[src/pkg/crypto_ctl_params.svh]
// Offsets, field positions, reset values and codes of the engine control block.
// Assumes a 16-bit register port with word indices below.
// What this block does
// Enable bit 15 turns engine on
// Idle stop bit 13 halts in Idle
// Wrap enable bit 12 raises wrap event
// Finish enable bit 11 raises done event
// Input-free enable bit 10 raises event
// Go bit 8 starts; hardware clears
// Software clearing go aborts, sets abort
// Abort flag blocks operations; write clears
// Mode fields locked while go set
// Reset or power-down clears control, status
// Session key codes 1111, 1110, 1011
// Codes 1010, 0010, 0001, 0000; others reserved
// Cipher bit 3 picks AES or DES
// Chaining codes 100..000; 101, 11x reserved
// Busy bit 7 shows operation running
// Text A busy bit 6 while used
// Wrap flag set on rollover, blocks go
// Mode fault on invalid combination, blocks programming
// Key fault on invalid key, blocks programming
// Page fault on reserved/locked page
// Fault checks run while disabled
// Array read forces busy, key, page faults
// Counter in text B, width selectable
// Program start writes text C, self-clears
// Enabled events pulse onto one request
`ifndef CRYPTO_CTL_PARAMS_SVH
`define CRYPTO_CTL_PARAMS_SVH
`define ADDR_CTRL_LOW 4'h0
`define ADDR_STATUS 4'h1
`define ADDR_PROG_CTRL 4'h2
`define ADDR_CTR_SIZE 4'h3
`define RST_CTRL_LOW 16'h0000
`define RST_STATUS 8'h00
`define BIT_ENABLE 15
`define BIT_IDLE_STOP 13
`define BIT_WRAP_IE 12
`define BIT_FINISH_IE 11
`define BIT_FREE_IE 10
`define BIT_GO 8
`define BIT_BUSY 7
`define BIT_TXTA_BUSY 6
`define BIT_ABORT 5
`define BIT_WRAP 4
`define BIT_MODE_FAULT 2
`define BIT_KEY_FAULT 1
`define BIT_PAGE_FAULT 0
`define BIT_PROG_START 0
`define BIT_ARRAY_READ 5
`define LAST_PAGE 4'h8
`endif

[src/pkg/crypto_ctl_pkg.sv]
// Types of the engine control block.
// Assumes the params header for numeric positions.
package crypto_ctl_pkg;
  typedef enum logic [3:0] {
    OP_ENCRYPT = 4'h0,
    OP_DECRYPT = 4'h1,
    OP_KEY_EXPAND = 4'h2,
    OP_RANDOM = 4'hA,
    OP_SKEY_GEN = 4'hB,
    OP_SKEY_ENC = 4'hE,
    OP_SKEY_LOAD = 4'hF
  } op_sel_t;
  typedef enum logic [2:0] {
    CM_ECB = 3'h0,
    CM_CBC = 3'h1,
    CM_CFB = 3'h2,
    CM_OFB = 3'h3,
    CM_CTR = 3'h4
  } chain_t;
  typedef enum logic [2:0] {
    ST_IDLE = 3'b001,
    ST_RUN = 3'b010,
    ST_PROG = 3'b100
  } state_t;
  typedef struct packed {
    logic [3:0] op;
    logic cipher;
    logic [2:0] chain;
  } cfg_t;
  typedef struct packed {
    logic done;
    logic input_free;
    logic wrap;
  } engine_ev_t;
endpackage

[src/core/crypto_ctl.sv]
// Control and status registers and sequencing of the crypto engine.
// Assumes a datapath that reports done, input consumed and counter
// wrap, and an array reader that pulses its own done.
//
// The plain strobed port and the address map were left to the implementer.
`timescale 1ns/1ps
`include "crypto_ctl_params.svh"
module crypto_ctl #(
  parameter int CTR_W = 7
) (
  input wire logic ref_clk_i,
  input wire logic sys_rst_i,
  input wire logic [3:0] addr_i,
  input wire logic [15:0] wdata_i,
  input wire logic wr_i,
  input wire logic rd_i,
  output logic [15:0] rdata_o,
  input wire logic module_power_down_i,
  input wire logic idle_mode_i,
  input wire crypto_ctl_pkg::engine_ev_t engine_ev_i,
  input wire logic text_a_in_use_i,
  input wire logic key_cfg_bad_i,
  input wire logic [8:0] page_locked_i,
  input wire logic array_read_done_i,
  input wire logic program_done_i,
  output logic engine_run_o,
  output logic engine_abort_o,
  output crypto_ctl_pkg::cfg_t engine_cfg_o,
  output logic cipher_aes_o,
  output logic program_run_o,
  output logic array_read_run_o,
  output logic [CTR_W-1:0] counter_width_select_o,
  output logic irq_o
);
  logic clr;
  logic engine_enable_r;
  logic idle_stop_r;
  logic wrap_irq_enable_r;
  logic finish_irq_enable_r;
  logic input_free_irq_enable_r;
  logic engine_go_r;
  crypto_ctl_pkg::cfg_t cfg_r;
  logic abort_flag_r;
  logic counter_wrap_flag_r;
  logic program_start_r;
  logic array_read_r;
  logic [3:0] program_page_select_r;
  logic [CTR_W-1:0] ctr_size_r;
  crypto_ctl_pkg::state_t state_r;
  crypto_ctl_pkg::state_t state_nxt;
  logic [15:0] rdata_r;
  logic irq_r;
  logic mode_fault;
  logic key_fault;
  logic page_fault;
  logic op_ok;
  logic chain_ok;
  logic wr_ctrl;
  logic wr_stat;
  logic wr_prog;
  logic go_set;
  logic sw_stop;
  logic idle_halt;
  logic prog_set;
  logic stop_now;
  logic new_page_bad;

  // Power-down acts as a reset of all control and status
  assign clr = sys_rst_i | module_power_down_i;
  assign wr_ctrl = wr_i && addr_i == `ADDR_CTRL_LOW;
  assign wr_stat = wr_i && addr_i == `ADDR_STATUS;
  assign wr_prog = wr_i && addr_i == `ADDR_PROG_CTRL;
  assign idle_halt = idle_mode_i & idle_stop_r;
  assign sw_stop = wr_ctrl & engine_go_r & ~wdata_i[`BIT_GO];

  // Decode of valid operation and chaining codes
  always_comb
  begin
    case (cfg_r.op)
      crypto_ctl_pkg::OP_ENCRYPT, crypto_ctl_pkg::OP_DECRYPT,
      crypto_ctl_pkg::OP_KEY_EXPAND, crypto_ctl_pkg::OP_RANDOM,
      crypto_ctl_pkg::OP_SKEY_GEN, crypto_ctl_pkg::OP_SKEY_ENC,
      crypto_ctl_pkg::OP_SKEY_LOAD: op_ok = 1'b1;
      default: op_ok = 1'b0;
    endcase
    chain_ok = cfg_r.chain <= crypto_ctl_pkg::CM_CTR;
  end

  // Faults are combinational so they work with the engine off
  assign mode_fault = ~op_ok | ~chain_ok;
  assign key_fault = key_cfg_bad_i | array_read_r;
  assign page_fault = array_read_r | program_page_select_r > `LAST_PAGE
    | (program_page_select_r <= `LAST_PAGE
    && page_locked_i[program_page_select_r]);

  // Enable and go may arrive in one word, so the written enable counts
  assign go_set = wr_ctrl & wdata_i[`BIT_GO] & ~engine_go_r & wdata_i[`BIT_ENABLE]
    & ~abort_flag_r & ~counter_wrap_flag_r & ~mode_fault & ~idle_halt;
  // Judge the page being written, else a locked page could start
  assign new_page_bad = wdata_i[4:1] > `LAST_PAGE
    | (wdata_i[4:1] <= `LAST_PAGE && page_locked_i[wdata_i[4:1]]);
  assign prog_set = wr_prog & wdata_i[`BIT_PROG_START] & ~program_start_r
    & engine_enable_r & ~engine_go_r & ~mode_fault & ~key_fault
    & ~new_page_bad;
  assign stop_now = sw_stop | idle_halt | ~engine_enable_r;

  always_comb
  begin
    state_nxt = state_r;
    case (state_r)
      crypto_ctl_pkg::ST_IDLE:
      begin
        if (go_set)
          state_nxt = crypto_ctl_pkg::ST_RUN;
        else if (prog_set)
          state_nxt = crypto_ctl_pkg::ST_PROG;
      end
      crypto_ctl_pkg::ST_RUN:
      begin
        if (stop_now || engine_ev_i.done)
          state_nxt = crypto_ctl_pkg::ST_IDLE;
      end
      crypto_ctl_pkg::ST_PROG:
      begin
        if (program_done_i || idle_halt)
          state_nxt = crypto_ctl_pkg::ST_IDLE;
      end
      default: state_nxt = crypto_ctl_pkg::ST_IDLE;
    endcase
  end

  always_ff @(posedge ref_clk_i)
  begin
    if (clr)
      state_r <= crypto_ctl_pkg::ST_IDLE;
    else
      state_r <= state_nxt;
  end

  // Go mirrors the run state; hardware clears it on completion
  always_ff @(posedge ref_clk_i)
  begin
    if (clr)
      engine_go_r <= 1'b0;
    else
      engine_go_r <= state_nxt == crypto_ctl_pkg::ST_RUN;
  end

  always_ff @(posedge ref_clk_i)
  begin
    if (clr)
    begin
      engine_enable_r <= 1'b0;
      idle_stop_r <= 1'b0;
      wrap_irq_enable_r <= 1'b0;
      finish_irq_enable_r <= 1'b0;
      input_free_irq_enable_r <= 1'b0;
    end
    else if (wr_ctrl)
    begin
      engine_enable_r <= wdata_i[`BIT_ENABLE];
      idle_stop_r <= wdata_i[`BIT_IDLE_STOP];
      wrap_irq_enable_r <= wdata_i[`BIT_WRAP_IE];
      finish_irq_enable_r <= wdata_i[`BIT_FINISH_IE];
      input_free_irq_enable_r <= wdata_i[`BIT_FREE_IE];
    end
  end

  // Mode fields frozen while an operation runs
  always_ff @(posedge ref_clk_i)
  begin
    if (clr)
      cfg_r <= '0;
    else if (wr_ctrl && !engine_go_r)
      cfg_r <= wdata_i[7:0];
  end

  always_ff @(posedge ref_clk_i)
  begin
    if (clr)
      ctr_size_r <= '0;
    else if (wr_i && addr_i == `ADDR_CTR_SIZE && !engine_go_r)
      ctr_size_r <= wdata_i[CTR_W-1:0];
  end

  // Abort: set wins over a same-cycle clear
  always_ff @(posedge ref_clk_i)
  begin
    if (clr)
      abort_flag_r <= 1'b0;
    else if (state_r == crypto_ctl_pkg::ST_RUN && sw_stop)
      abort_flag_r <= 1'b1;
    else if (wr_stat && !wdata_i[`BIT_ABORT])
      abort_flag_r <= 1'b0;
  end

  always_ff @(posedge ref_clk_i)
  begin
    if (clr)
      counter_wrap_flag_r <= 1'b0;
    else if (state_r == crypto_ctl_pkg::ST_RUN && engine_ev_i.wrap
      && cfg_r.chain == crypto_ctl_pkg::CM_CTR)
      counter_wrap_flag_r <= 1'b1;
    else if (wr_stat && !wdata_i[`BIT_WRAP])
      counter_wrap_flag_r <= 1'b0;
  end

  always_ff @(posedge ref_clk_i)
  begin
    if (clr)
    begin
      program_page_select_r <= 4'h0;
      array_read_r <= 1'b0;
    end
    else
    begin
      if (wr_prog && state_r != crypto_ctl_pkg::ST_PROG)
        program_page_select_r <= wdata_i[4:1];
      // Done beats a same-cycle request
      if (array_read_done_i)
        array_read_r <= 1'b0;
      else if (wr_prog && wdata_i[`BIT_ARRAY_READ] && engine_enable_r && !engine_go_r)
        array_read_r <= 1'b1;
    end
  end

  always_ff @(posedge ref_clk_i)
  begin
    if (clr)
      program_start_r <= 1'b0;
    else
      program_start_r <= state_nxt == crypto_ctl_pkg::ST_PROG;
  end

  // Single-cycle events, only while an operation runs
  always_ff @(posedge ref_clk_i)
  begin
    if (clr)
      irq_r <= 1'b0;
    else
      irq_r <= state_r == crypto_ctl_pkg::ST_RUN && !stop_now
        && ((wrap_irq_enable_r && engine_ev_i.wrap)
        || (finish_irq_enable_r && engine_ev_i.done)
        || (input_free_irq_enable_r && engine_ev_i.input_free));
  end

  always_ff @(posedge ref_clk_i)
  begin
    if (clr)
      rdata_r <= 16'h0000;
    else if (!rd_i)
      rdata_r <= 16'h0000;
    else
    begin
      case (addr_i)
        `ADDR_CTRL_LOW: rdata_r <= {engine_enable_r, 1'b0, idle_stop_r,
          wrap_irq_enable_r, finish_irq_enable_r, input_free_irq_enable_r,
          1'b0, engine_go_r, cfg_r};
        `ADDR_STATUS: rdata_r <= {8'h00,
          engine_go_r | array_read_r,
          text_a_in_use_i,
          abort_flag_r, counter_wrap_flag_r, 1'b0,
          mode_fault, key_fault, page_fault};
        `ADDR_PROG_CTRL: rdata_r <= {10'h000, array_read_r,
          program_page_select_r, program_start_r};
        `ADDR_CTR_SIZE: rdata_r <= 16'(ctr_size_r);
        default: rdata_r <= 16'h0000;
      endcase
    end
  end

  assign rdata_o = rdata_r;
  assign engine_run_o = engine_go_r;
  assign engine_abort_o = abort_flag_r;
  assign engine_cfg_o = cfg_r;
  assign cipher_aes_o = cfg_r.cipher;
  assign program_run_o = program_start_r;
  assign array_read_run_o = array_read_r;
  assign counter_width_select_o = ctr_size_r;
  assign irq_o = irq_r;
endmodule

[config.mk]
export PLATFORM = sky130hd
export DESIGN_NAME = crypto_ctl
export DESIGN_NICKNAME = d
export VERILOG_FILES = /design/src/pkg/crypto_ctl_pkg.sv /design/src/core/crypto_ctl.sv
export VERILOG_INCLUDE_DIRS = /design/src /design/src/pkg
export SDC_FILE = /design/constraint.sdc
export NUM_CORES = 1
export LEC_CHECK = 0
export BUFFER_PORTS_ARGS = -buffer_cell sky130_fd_sc_hd__buf_2
export CORE_AREA = 2 2 82 84
export CTS_CLUSTER_SIZE = 25
export DETAILED_ROUTE_END_ITERATION = 8
export DIE_AREA = 0 0 84 86
export MAX_ROUTING_LAYER = met4
export PLACE_DENSITY = 0.73
export SLEW_MARGIN = 20
export SYNTH_ARGS = -nofsm -noshare
export SYNTH_HDL_FRONTEND = slang
export SYNTH_SLANG_ARGS = --single-unit
[constraint.sdc]
create_clock -name ref_clk_i -period 2 [get_ports ref_clk_i]
set_clock_uncertainty 0.2 [all_clocks]
set_input_delay 0.3 -clock ref_clk_i [delete_from_list [all_inputs] [get_ports ref_clk_i]]
set_output_delay 0.3 -clock ref_clk_i [all_outputs]
set_load 0.03 [all_outputs]
# == Word level (Yosys, flattened, before mapping) ==
# Cells that the tools add are included.
# totals
in_bits,42
regBits,49
out_inout_bits,37
wordCells,132
# classes
eq_ne,16
mux,15
n_reduce_logical,37
n_lt_le_gt_ge,7
bitwise_logic,39
# ops
operator,n
$pmux 16 s4,1
$logic_and 1x1->1,22
$and 1x1->1,17
$eq 4x4->1 const B,4
$not 1->1,13
$eq 4x2->1 const B,3
$mux 3,4
$lt 4x5->1 const B,2
$eq 3x3->1 const B,3
$or 1x1->1,9
$pmux 3 s3,1
$bmux 1 s4,2
$eq 4x1->1 const B,2
$gt 4x4->1 const B,2
$le 4x4->1 const B,2
$logic_not 4->1,2
$mux 1,7
$reduce_or 7->1,1
$eq 3x2->1 const B,2
$logic_not 1->1,4
$logic_or 1x1->1,4
$reduce_bool 2->1,2
$reduce_or 2->1,2
$eq 3x1->1 const B,1
other kinds (2),2

# == Longest topological paths before layout ==
# Gate-level depths: netlist of run 1.
# logic_depth
word_depth,13
ltp_mapped,7
mapped_depth_nobuf,5

# == Worst setup path after synthesis of run 1 ==
# OpenSTA, ideal clock, no wires.
# synth_timing
path_type,input -> register
from,input port wdata_i[1]
to,register state_r[0]
t_arrival_ns,1.567
required_time_ns,1.670
path_stages,5
path_buffers,1
slack_ns,0.103
setup_time_ns,0.130
cell_sequence,buf_2 -> mux4_2 -> and2_1 -> a2111oi_2 -> o41ai_1
# synth_between
elab_chain_len,9
elab_cells_between_ends,11
cone_classes,2 x order compare; 5 x mux; 3 x bitwise; 1 x reduce/logical
# synth_lines
item,line,rtl
"start, declared",crypto_ctl.sv:14,"input wire logic [15:0] wdata_i,"
$bmux 1 s4,crypto_ctl.sv:101,| (wdata_i[4:1] <= `LAST_PAGE && page_locked_i[wdata_i[4:1]]);
$mux 1 (not written as such),crypto_ctl.sv:101,
$logic_and 1x1->1,crypto_ctl.sv:101,
$or 1x1->1 (*),crypto_ctl.sv:100,assign new_page_bad = wdata_i[4:1] > `LAST_PAGE
$not 1->1 (*),crypto_ctl.sv:104,& ~new_page_bad;
$and 1x1->1 (*),crypto_ctl.sv:102,assign prog_set = wr_prog & wdata_i[`BIT_PROG_START] & ~program_start_r
$mux 3 (*),crypto_ctl.sv:115,else if (prog_set)
$mux 3 (*),crypto_ctl.sv:113,if (go_set)
$pmux 3 s3 (*),crypto_ctl.sv:110,case (state_r)
"end signal, assigned",crypto_ctl.sv:135,state_r <= crypto_ctl_pkg::ST_IDLE;
"end signal, assigned",crypto_ctl.sv:137,state_r <= state_nxt;
"end, declared",crypto_ctl.sv:49,crypto_ctl_pkg::state_t state_r;
# Mark *: on every way between the ends. The rest lies on a longest branch, timed or not. The select of a mux whose other input is x is not followed.
# A chain may end at the register's enable or synchronous reset.

# == Final worst setup path of run 1 ==
# layout_timing
from,register cfg_r (netlist bit engine_cfg_o[5])
to,register state_r[1]
# layout_between
elab_chain_len,12
elab_cells_between_ends,20
cone_classes,6 x eq/ne; 4 x mux; 8 x bitwise; 2 x reduce/logical
# layout_lines
item,line,rtl
"start, declared",crypto_ctl.sv:42,crypto_ctl_pkg::cfg_t cfg_r;
"start signal, assigned",crypto_ctl.sv:175,cfg_r <= wdata_i[7:0];
$eq 4x1->1 (tied with other cells),crypto_ctl.sv:79,case (cfg_r.op)
$reduce_or 7->1 (*),crypto_ctl.sv:79,
$mux 1 (*),crypto_ctl.sv:79,
$not 1->1 (*),crypto_ctl.sv:90,assign mode_fault = ~op_ok | ~chain_ok;
$or 1x1->1 (*),crypto_ctl.sv:90,
$not 1->1 (*),"crypto_ctl.sv:98, crypto_ctl.sv:103",
$and 1x1->1 (3 in series),crypto_ctl.sv:102,
$mux 3,crypto_ctl.sv:115,
$mux 3 (*),crypto_ctl.sv:113,
$pmux 3 s3 (*),crypto_ctl.sv:110,
# Mark *: on every way between the ends. The rest lies on a longest branch, timed or not.

==> results.txt, run 1 <==
The flow ran to the end, and the final reports show no timing, DRC or antenna violations. In the post-synthesis netlist, the biggest area contributors are sky130_fd_sc_hd__dfxtp_1 43%, sky130_fd_sc_hd__mux2i_1 7.3%, sky130_fd_sc_hd__a21oi_1 5.3%. The global placer's final weighted congestion came out at between 0.8 and 0.9.

The count of flip-flops with a built-in enable after synthesis came out at 0. The hold buffer count at CTS is 1. The count of final max-slew check failures is 0. The maximum count of clock buffers along a single path came out at 2. The area share of the largest cell type after synthesis is 0.431.

The number of placed instances, taps included, is 400. The final layout contains about 370 nets. On the worst path, the slowest cell contributes a delay of around 0.36 ns. CTS built an H-tree with a depth of 2. The number of global-route vias before repair is a little over 2000. The initial antenna violation count is 0. The effective utilization at floorplan came out at 0.347. For this run, the number of Yosys warnings is 0. The capturing element type of the critical path is a flip-flop. The number of non-filler instances in the completed layout came out at slightly above 400. The share of the Yosys chip area taken by registers is 0.431. The die extent in x came out at between 80 and 90 um. Counting flops and latches in the post-synthesis netlist gives 47. The number of CTS-inserted buffers came out at 5.

The first-pass iteration count of the detailed router is 7. The repair_antennas step left the layout with diodes totalling 0. The predominant post-synthesis flop cell is sky130_fd_sc_hd__dfxtp_1. The master cell of the clock root buffer is sky130_fd_sc_hd__clkbuf_8.

STA classifies the critical path startpoint as a flip-flop. Using the TritonRoute via totals, the vias-per-cell ratio works out to 5.31. The vertical die dimension is 86 um. The critical path goes through a211oi_1, o21ai_0, buf_4, a2111oi_4, a22oi_2, nor3_1. The signed area change from the synthesized netlist to the final layout came out at 32.6%. Synthesis produced 240 cells.

Sorting the synthesized cells by how often they occur yields 47 x sky130_fd_sc_hd__dfxtp_1, 29 x sky130_fd_sc_hd__nor2_1, 23 x sky130_fd_sc_hd__a21oi_1. The die footprint came out at a little over 7000 um2. Setup repair after global routing left no endpoint under its margin.

Input and output buffers added on the ports amount to 74. The largest vdd supply drop came out at 0.294 mV. The total standard cell area after synthesis came out at 2180 um2. The smallest clock period supported by the final layout is computed as roughly 1.8 ns. The final route contains around 2200 vias. TritonCTS built the clock tree. In this run the remaining antenna-violating nets after routing total 0.

The total leakage power came out at 1.23 nW. The clock slew seen by the registers of the worst setup and hold paths is roughly 0.09 ns. The global-route wire length before repair is roughly 10000 um.

The proportion of synthesized flip-flops having asynchronous set or reset is 0. STA puts the critical path data required time at 2.03 ns. The number of setup buffers added after CTS is 0. The arrival time of the worst setup path came out at 1.88 ns.

The count of boundary I/O pins came out at 79. After floorplanning, the core was sized to cover 6280 um2. Wires add up to 6190 um.

Across the run, the number of max-cap violations was 0. The post-route clock period utilization came out at 0.922. The worst hold slack is ~0.045 ns. The worst min-delay path class is in -> reg. The worst setup path category is reg -> reg. The number of DRC violations after detailed-routing iteration 0 is roughly 180. The overall track demand over capacity in global routing came out at 0.179. The count of filler cells inserted in the layout is approximately 620. The post-synthesis area per instance came out at 9.09 um2. The number of placement rows came out at 29. The sum of overflow across all layers after global routing came out at 0.

The worst-skew pair later-pin latency came out at ~0.30 ns. In the final layout, the share of cells above drive strength 1 is 0.358. The number of remaining DRC errors is 0. Of all cell types, the one taking the most synthesized area is sky130_fd_sc_hd__dfxtp_1. In this run the worst path has a maximum fanout of 5. Entering global routing, the biggest net connects 21 pins. For this design, the slowest cell found on the critical path is sky130_fd_sc_hd__dfxtp_1. For this design the ratio of total power to cell area is between 600 and 700 nW/um2. Setup violations remaining at the end of the flow were counted as 0. The HPWL after detailed placement came out at roughly 4700 um. The hold violation count in the final report is 0. In the final timing run, aggregate negative setup slack is 0 ns. The number of library cell types mapped by synthesis is 47.

Gates resized during post-CTS repair numbered 0. In the final routed layout, each cell accounts on average for 15.1 um. Counting every sink on the clock net gives 47. sky130_fd_sc_hd__dfxtp_1 is the most common cell in the netlist. The maximum clock rate came out at around 0.54 GHz.
==> worst max-delay path, delay by kind of cell, from the launching register on <==
kind            cells  cell delay, ns
flops               1            0.36
simple gates        1            0.14
compound gates      4            0.87
buf+inv             1            0.21
==> cell families (layout without fill, tap and decap cells) <==
group,Yosys count,after routing,share of synthesized area
buffers and inverters,18,109,0.0436
multiplexers,22,22,0.120
other,1,2,0.00172
flip-flops,47,47,0.431
AND/OR/NAND/NOR,97,97,0.227
AO/OA/AOI/OAI,55,55,0.176
==> cell usage in the layout (no fill, tap or decap), drive strengths merged, types with 4 or more instances in the layout <==
cell type	netlist	final
mux2i	16	16
buf	9	97
nand2	21	21
dfxtp	47	47
a21oi	23	23
and2	8	8
nand3	16	16
nor2b	4	4
clkbuf	6	6
nor2	29	29
a211oi	4	4
o21ai	8	8
nor3	6	6
==> area by class of cell <==
class                           instances  area (um2)  share of cell area
Clock buffer                            6        72.6              0.0251
Clock inverter                          2        60.1              0.0208
Inverter                                3        11.3             0.00389
Multi-Input combinational cell        176        1160               0.400
Sequential cell                        47         941               0.325
Tap cell                               77        96.3              0.0333
Timing Repair Buffer                   98         553               0.191
==> report_power, final <==
part | total (W) | internal [W] | switching (W)
Sequential | 0.000940 | 0.000937 | 0.00000284
Clock | 0.000818 | 0.000499 | 0.000319
Combinational | 0.000182 | 0.0000793 | 0.000102
==> flip-flops by register name, summed over array words and instances, names as in the netlist, 3 cells and up <==
signal,flops
program_page_select_r,4
engine_cfg_o,7
rdata_o,14
counter_width_select_o,7
state_r,3
==> metal layers <==
| layer | global-route usage | vias to the layer above | wire length (um) |
|---|---|---|---|
| li1 | - | 1048 | - |
| met1 | 0.231 | 1010 | 2760 |
| met2 | 0.270 | 102 | 2820 |
| met3 | 0.0462 | 12 | 494 |
| met4 | 0.0674 | 0 | 117 |
| met5 | - | - | 0 |
==> through the flow <==
| stage | util | setup slack, ns | area, um2 | total power [W] |
|---|---|---|---|---|
| after CTS | 0.461 | 0.171 | 2890 | 0.00195 |
| after global placement | 0.438 | -0.00731 | 2750 | 0.00114 |
| after global routing | 0.461 | 0.0618 | 2890 | 0.00200 |
| after floorplan | - | 0.103 | 2180 | 0.00105 |
| final | 0.461 | 0.156 | 2890 | 0.00194 |
| after detailed placement | 0.438 | -0.0312 | 2750 | 0.00114 |
==> worst paths after layout <==
path / startpoint / to / slack (ns) / cells after the start
max: engine_cfg_o[5] / state_r[1] / 0.16 / 6
min: wdata_i[11] / finish_irq_enable_r / 0.04 / 3
max reg2reg: engine_cfg_o[5] / state_r[1] / 0.16 / 6
min reg2reg: finish_irq_enable_r / finish_irq_enable_r / 0.29 / 2
Power figures use the tool's default switching activity.
==> inputs of run 2 (changes only) <==
--- a/config.mk
+++ b/config.mk
@@ -6,6 +6,7 @@
 export SDC_FILE = /design/constraint.sdc
 export NUM_CORES = 1
 export LEC_CHECK = 0
+export ABC_AREA = 1
 export BUFFER_PORTS_ARGS = -buffer_cell sky130_fd_sc_hd__buf_2
 export CORE_AREA = 2 2 82 84
 export CTS_CLUSTER_SIZE = 25
==> run 2 against run 1 <==
Effect of this change:
- die area stayed put
- sequential power about the same
- global-route usage down 0.76 points
- synthesized cell count grew 23%
- area after synthesis decreased by 0.80%
- critical path type unchanged
- largest power group unchanged
==> results.txt, run 2 <==
The run finished with clean final reports. The worst setup path is captured at a flip-flop. The quantity of gates resized following cts came to 0 (unchanged).

The global placer's final weighted congestion came to 0.901 (+4.5%). The final net count came out at 412 (+10%). For this run, the leading register cell type out of synthesis is sky130_fd_sc_hd__dfxtp_1.

The number of CTS-inserted buffers is 5 (unchanged). The antenna diode instance count came to 0 (unchanged). The signal on the critical path passes through inv_1, nand2_1, nor2_8, inv_1, o21ai_0, a21oi_1. The hold violation count in the final report is 0 (unchanged). The path class of the tightest hold or removal check is in -> reg. The terminus of the critical flop-to-flop path is engine_cfg_o[5].

The core area is 6280 um2 (unchanged). The storage element area is 941 um2 (unchanged). The number of library cell types mapped by synthesis is 33 (-30%).

The buffers plus inverters on the worst setup path came out at 2 (+1). The proportion of synthesized flip-flops having asynchronous set or reset came out at 0 (unchanged). The worst setup path category is reg -> reg. The share of post-route cells with drive strength above 1 is 0.259 (-0.0997). In this design, the critical path's most frequently occurring cell is sky130_fd_sc_hd__inv_1. The total via count after detailed routing came out at 2241 (+3.2%).

The critical path ends at engine_cfg_o[5]. The count of state elements after synthesis is 47 (unchanged). The number of I/O port buffers came out at 74 (unchanged). The critical path starts at engine_run_o.

The number of DRC violations after detailed-routing iteration 0 came out at 260 (+42%). The HPWL after detailed placement came out at 4760 um (+0.73%). Yosys instantiated no cell more often than sky130_fd_sc_hd__dfxtp_1.

The count of filler cells inserted in the layout is 621 (-0.48%). Setup repair after global routing left no endpoint under its margin. The area of combinational cells with multiple inputs is 992 um2 (-14%). The maximum clock rate was 0.629 GHz (+16%). The setup violation total in the final timing report is 0 (unchanged). The vertical die dimension is 86 um (unchanged). By count the netlist is led by 47 x sky130_fd_sc_hd__dfxtp_1, 44 x sky130_fd_sc_hd__nand2_1, 42 x sky130_fd_sc_hd__inv_1. The master cell of the clock root buffer is sky130_fd_sc_hd__clkbuf_8. The count of final max-slew check failures is 0 (unchanged). The worst hold slack was 0.0708 ns (+0.0259 ns). The maximum count of clock buffers along a single path came out at 2 (unchanged). The die footprint came out at 7220 um2 (unchanged).

The initial antenna violation count is 0 (unchanged). The overall track demand over capacity in global routing is 0.171 (-0.00758). The post-synthesis area per instance is 7.36 um2 (-19%). The count of boundary I/O pins is 79 (unchanged). The total routed wirelength came out at 6050 um (-2.2%).

The final cell area excluding filler cells is 2720 um2 (-5.8%). The count of flip-flops with a built-in enable after synthesis came out at 0 (unchanged). After synthesis, the largest family of logic cells by area is simple AND/OR/NAND/NOR gates.

The largest net degree at the start of global routing is 29 (+38%). The yosys synthesis warning count came out at 0 (unchanged). The post-route clock period utilization came out at 0.795 (-0.127). The number of remaining DRC errors came out at 0 (unchanged). Compared with the post-synthesis result, the final layout area differs by 25.9%. The area of placed instances came to 2600 um2 (-5.6%).

The worst stage delay on the critical path came out at 0.35 ns (about the same). The die extent in x is 84 um (unchanged). The total standard cell area after synthesis came out at 2160 um2 (-0.80%). The detail-routed via count per cell came out at 5.00 (-5.8%). The multiplexer area fraction after synthesis came to 0 (-0.120).

The largest area contributor in the netlist is sky130_fd_sc_hd__dfxtp_1. The area share of the largest cell type after synthesis was 0.435 (+0.00349). The sum of overflow across all layers after global routing came to 0 (unchanged). The number of maximum-capacitance violations is 0 (unchanged). The clock tree from TritonCTS is done.

The number of placement rows came out at 29 (unchanged). The worst setup slack for register-to-register paths was 0.41 ns (+0.25 ns). The clock sink total was 47 (unchanged). The xor/xnor share of the synthesized area is 0 (unchanged). The largest vdd supply drop came out at 0.304 mV (+3.3%).

The simple logic cell fraction of the synthesized area is 0.250 (+0.0232). The areal power density over the cells was 668 nW/um2 (-0.40%). The first-pass iteration count of the detailed router came out at 5 (-2).

The path depth of the worst reg2reg path came out at 6 (unchanged). The number of buffers inserted by post-CTS setup repair came out at 0 (unchanged). The peak fanout along the critical path came out at 12 (+7). The worst register-to-register path begins at engine_run_o. The arrival time of the worst setup path came out at 1.58 ns (-0.30 ns).

The time the worst path needs with I/O delays and setup is 1.59 ns (-0.254 ns). The library cells used most frequently in the layout, excluding fill and tap cells, are 74 x sky130_fd_sc_hd__buf_2, 47 x sky130_fd_sc_hd__dfxtp_1, 44 x sky130_fd_sc_hd__nand2_1. Sorting the synthesized cells by area gives the leading types as sky130_fd_sc_hd__dfxtp_1 43%, sky130_fd_sc_hd__a21oi_1 8.8%, sky130_fd_sc_hd__nand2_1 7.6%. Among cell families on the critical path, the largest total delay comes from simple AND/OR/NAND/NOR gates. The worst-skew pair later-pin latency came out at 0.30 ns (about the same).

The depth of the critical timing path with buffers and inverters included came out at 6 (unchanged). The number of nets with antenna violations after detailed routing came out at 0 (unchanged). The arithmetic-cell share of the synthesized area counting full adders, half adders and majority gates is 0 (unchanged). The leading cell type in the layout, fill and taps excluded is sky130_fd_sc_hd__buf_2. The post-route setup TNS came to 0 ns (unchanged).

The effective utilization at floorplan is 0.345 (-0.00279). The clock slew seen by the registers of the worst setup and hold paths came out at 0.09 ns (about the same). The slowest stage of the critical path belongs to the cell sky130_fd_sc_hd__dfxtp_1. The required time at the worst-slack endpoint is 1.99 ns (-0.04 ns). The global-route wire length before repair came to 9540 um (-3.7%). The routed wire length per instance came to 13.5 um (-11%).

The flip-flop count of the largest register, all copies and words added came out at 14 (unchanged). The cell count after synthesis is 294 (+23%). The sequential share of the synthesized area came out at 0.435 (+0.00349). The total leakage power came out at 1.25 nW (+1.6%). The number of global-route vias before repair came out at 2025 (-0.39%). The H-tree depth came out at 2 (unchanged).

The sort of element at the start of the critical path is a flip-flop. The post-synthesis compound-gate area fraction is 0.205 (+0.0286).
-- run 2: final cells by class --
cell class | count | share of cell area
clock inverter | 2 | 0.0129
multi-input combinational | 195 | 0.364
timing repair buffer | 78 | 0.153
clock buffer | 6 | 0.0303
sequential | 47 | 0.345
tap | 77 | 0.0354
inverter | 43 | 0.0593
-- run 2: worst reg2reg max path: cells and delay by family (launching register included) --
family,cells,cell delay (ns)
AO/OA/AOI/OAI,2,0.27
AND/OR/NAND/NOR,2,0.39
flip-flops,1,0.35
buffers and inverters,2,0.28
-- run 2: what timing repair did --
action                     CTS  global route
hold buffers                 1             0
setup endpoints to repair    0             0
hold endpoints to repair     1             0
-- run 2: kinds of logic (layout without fill, tap and decap cells) --
logic type | Yosys count | count (layout)
other | 1 | 2
DFF | 47 | 47
and+or+nand+nor | 114 | 114
buffers and inverters | 53 | 129
AOI/OAI and AO/OA | 79 | 79
-- run 2: worst min-delay path by stage --
stage	end	from	depth (start not counted)
floorplan	array_read_run_o	array_read_done_i	1
global placement	rdata_o[12]	wrap_irq_enable_r	2
detailed placement	rdata_o[12]	wrap_irq_enable_r	2
CTS	wrap_irq_enable_r	wdata_i[12]	3
global route	counter_wrap_flag_r	engine_ev_i[0]	3
finish	wrap_irq_enable_r	wdata_i[12]	3
-- run 2: through the flow --
step | power (W) | worst slack, ns | std cells | utilization
5_1_grt | 0.00189 | 0.289 | 448 | 0.434
6_report | 0.00182 | 0.410 | 448 | 0.434
3_5_place_dp | 0.00112 | 0.221 | 439 | 0.414
2_1_floorplan | 0.00105 | 0.451 | 295 | -
3_3_place_gp | 0.00112 | 0.252 | 439 | 0.414
4_1_cts | 0.00182 | 0.438 | 448 | 0.434
-- run 2: power by group --
group | total [W] | switching (W) | leakage, nW | internal (W)
logic | 0.000162 | 0.000102 | 0.808 | 0.0000598
registers | 0.000943 | 0.00000354 | 0.379 | 0.000939
clock network | 0.000716 | 0.000311 | 0.0612 | 0.000404
-- run 2: routing by layer --
layer / share of wire / vias to the layer above / global-route usage
li1: - / 1129 / -
met1: 0.43 / 997 / 0.213
met2: 0.48 / 101 / 0.276
met3: 0.067 / 14 / 0.0308
met4: 0.022 / 0 / 0.0674
met5: 0 / - / -
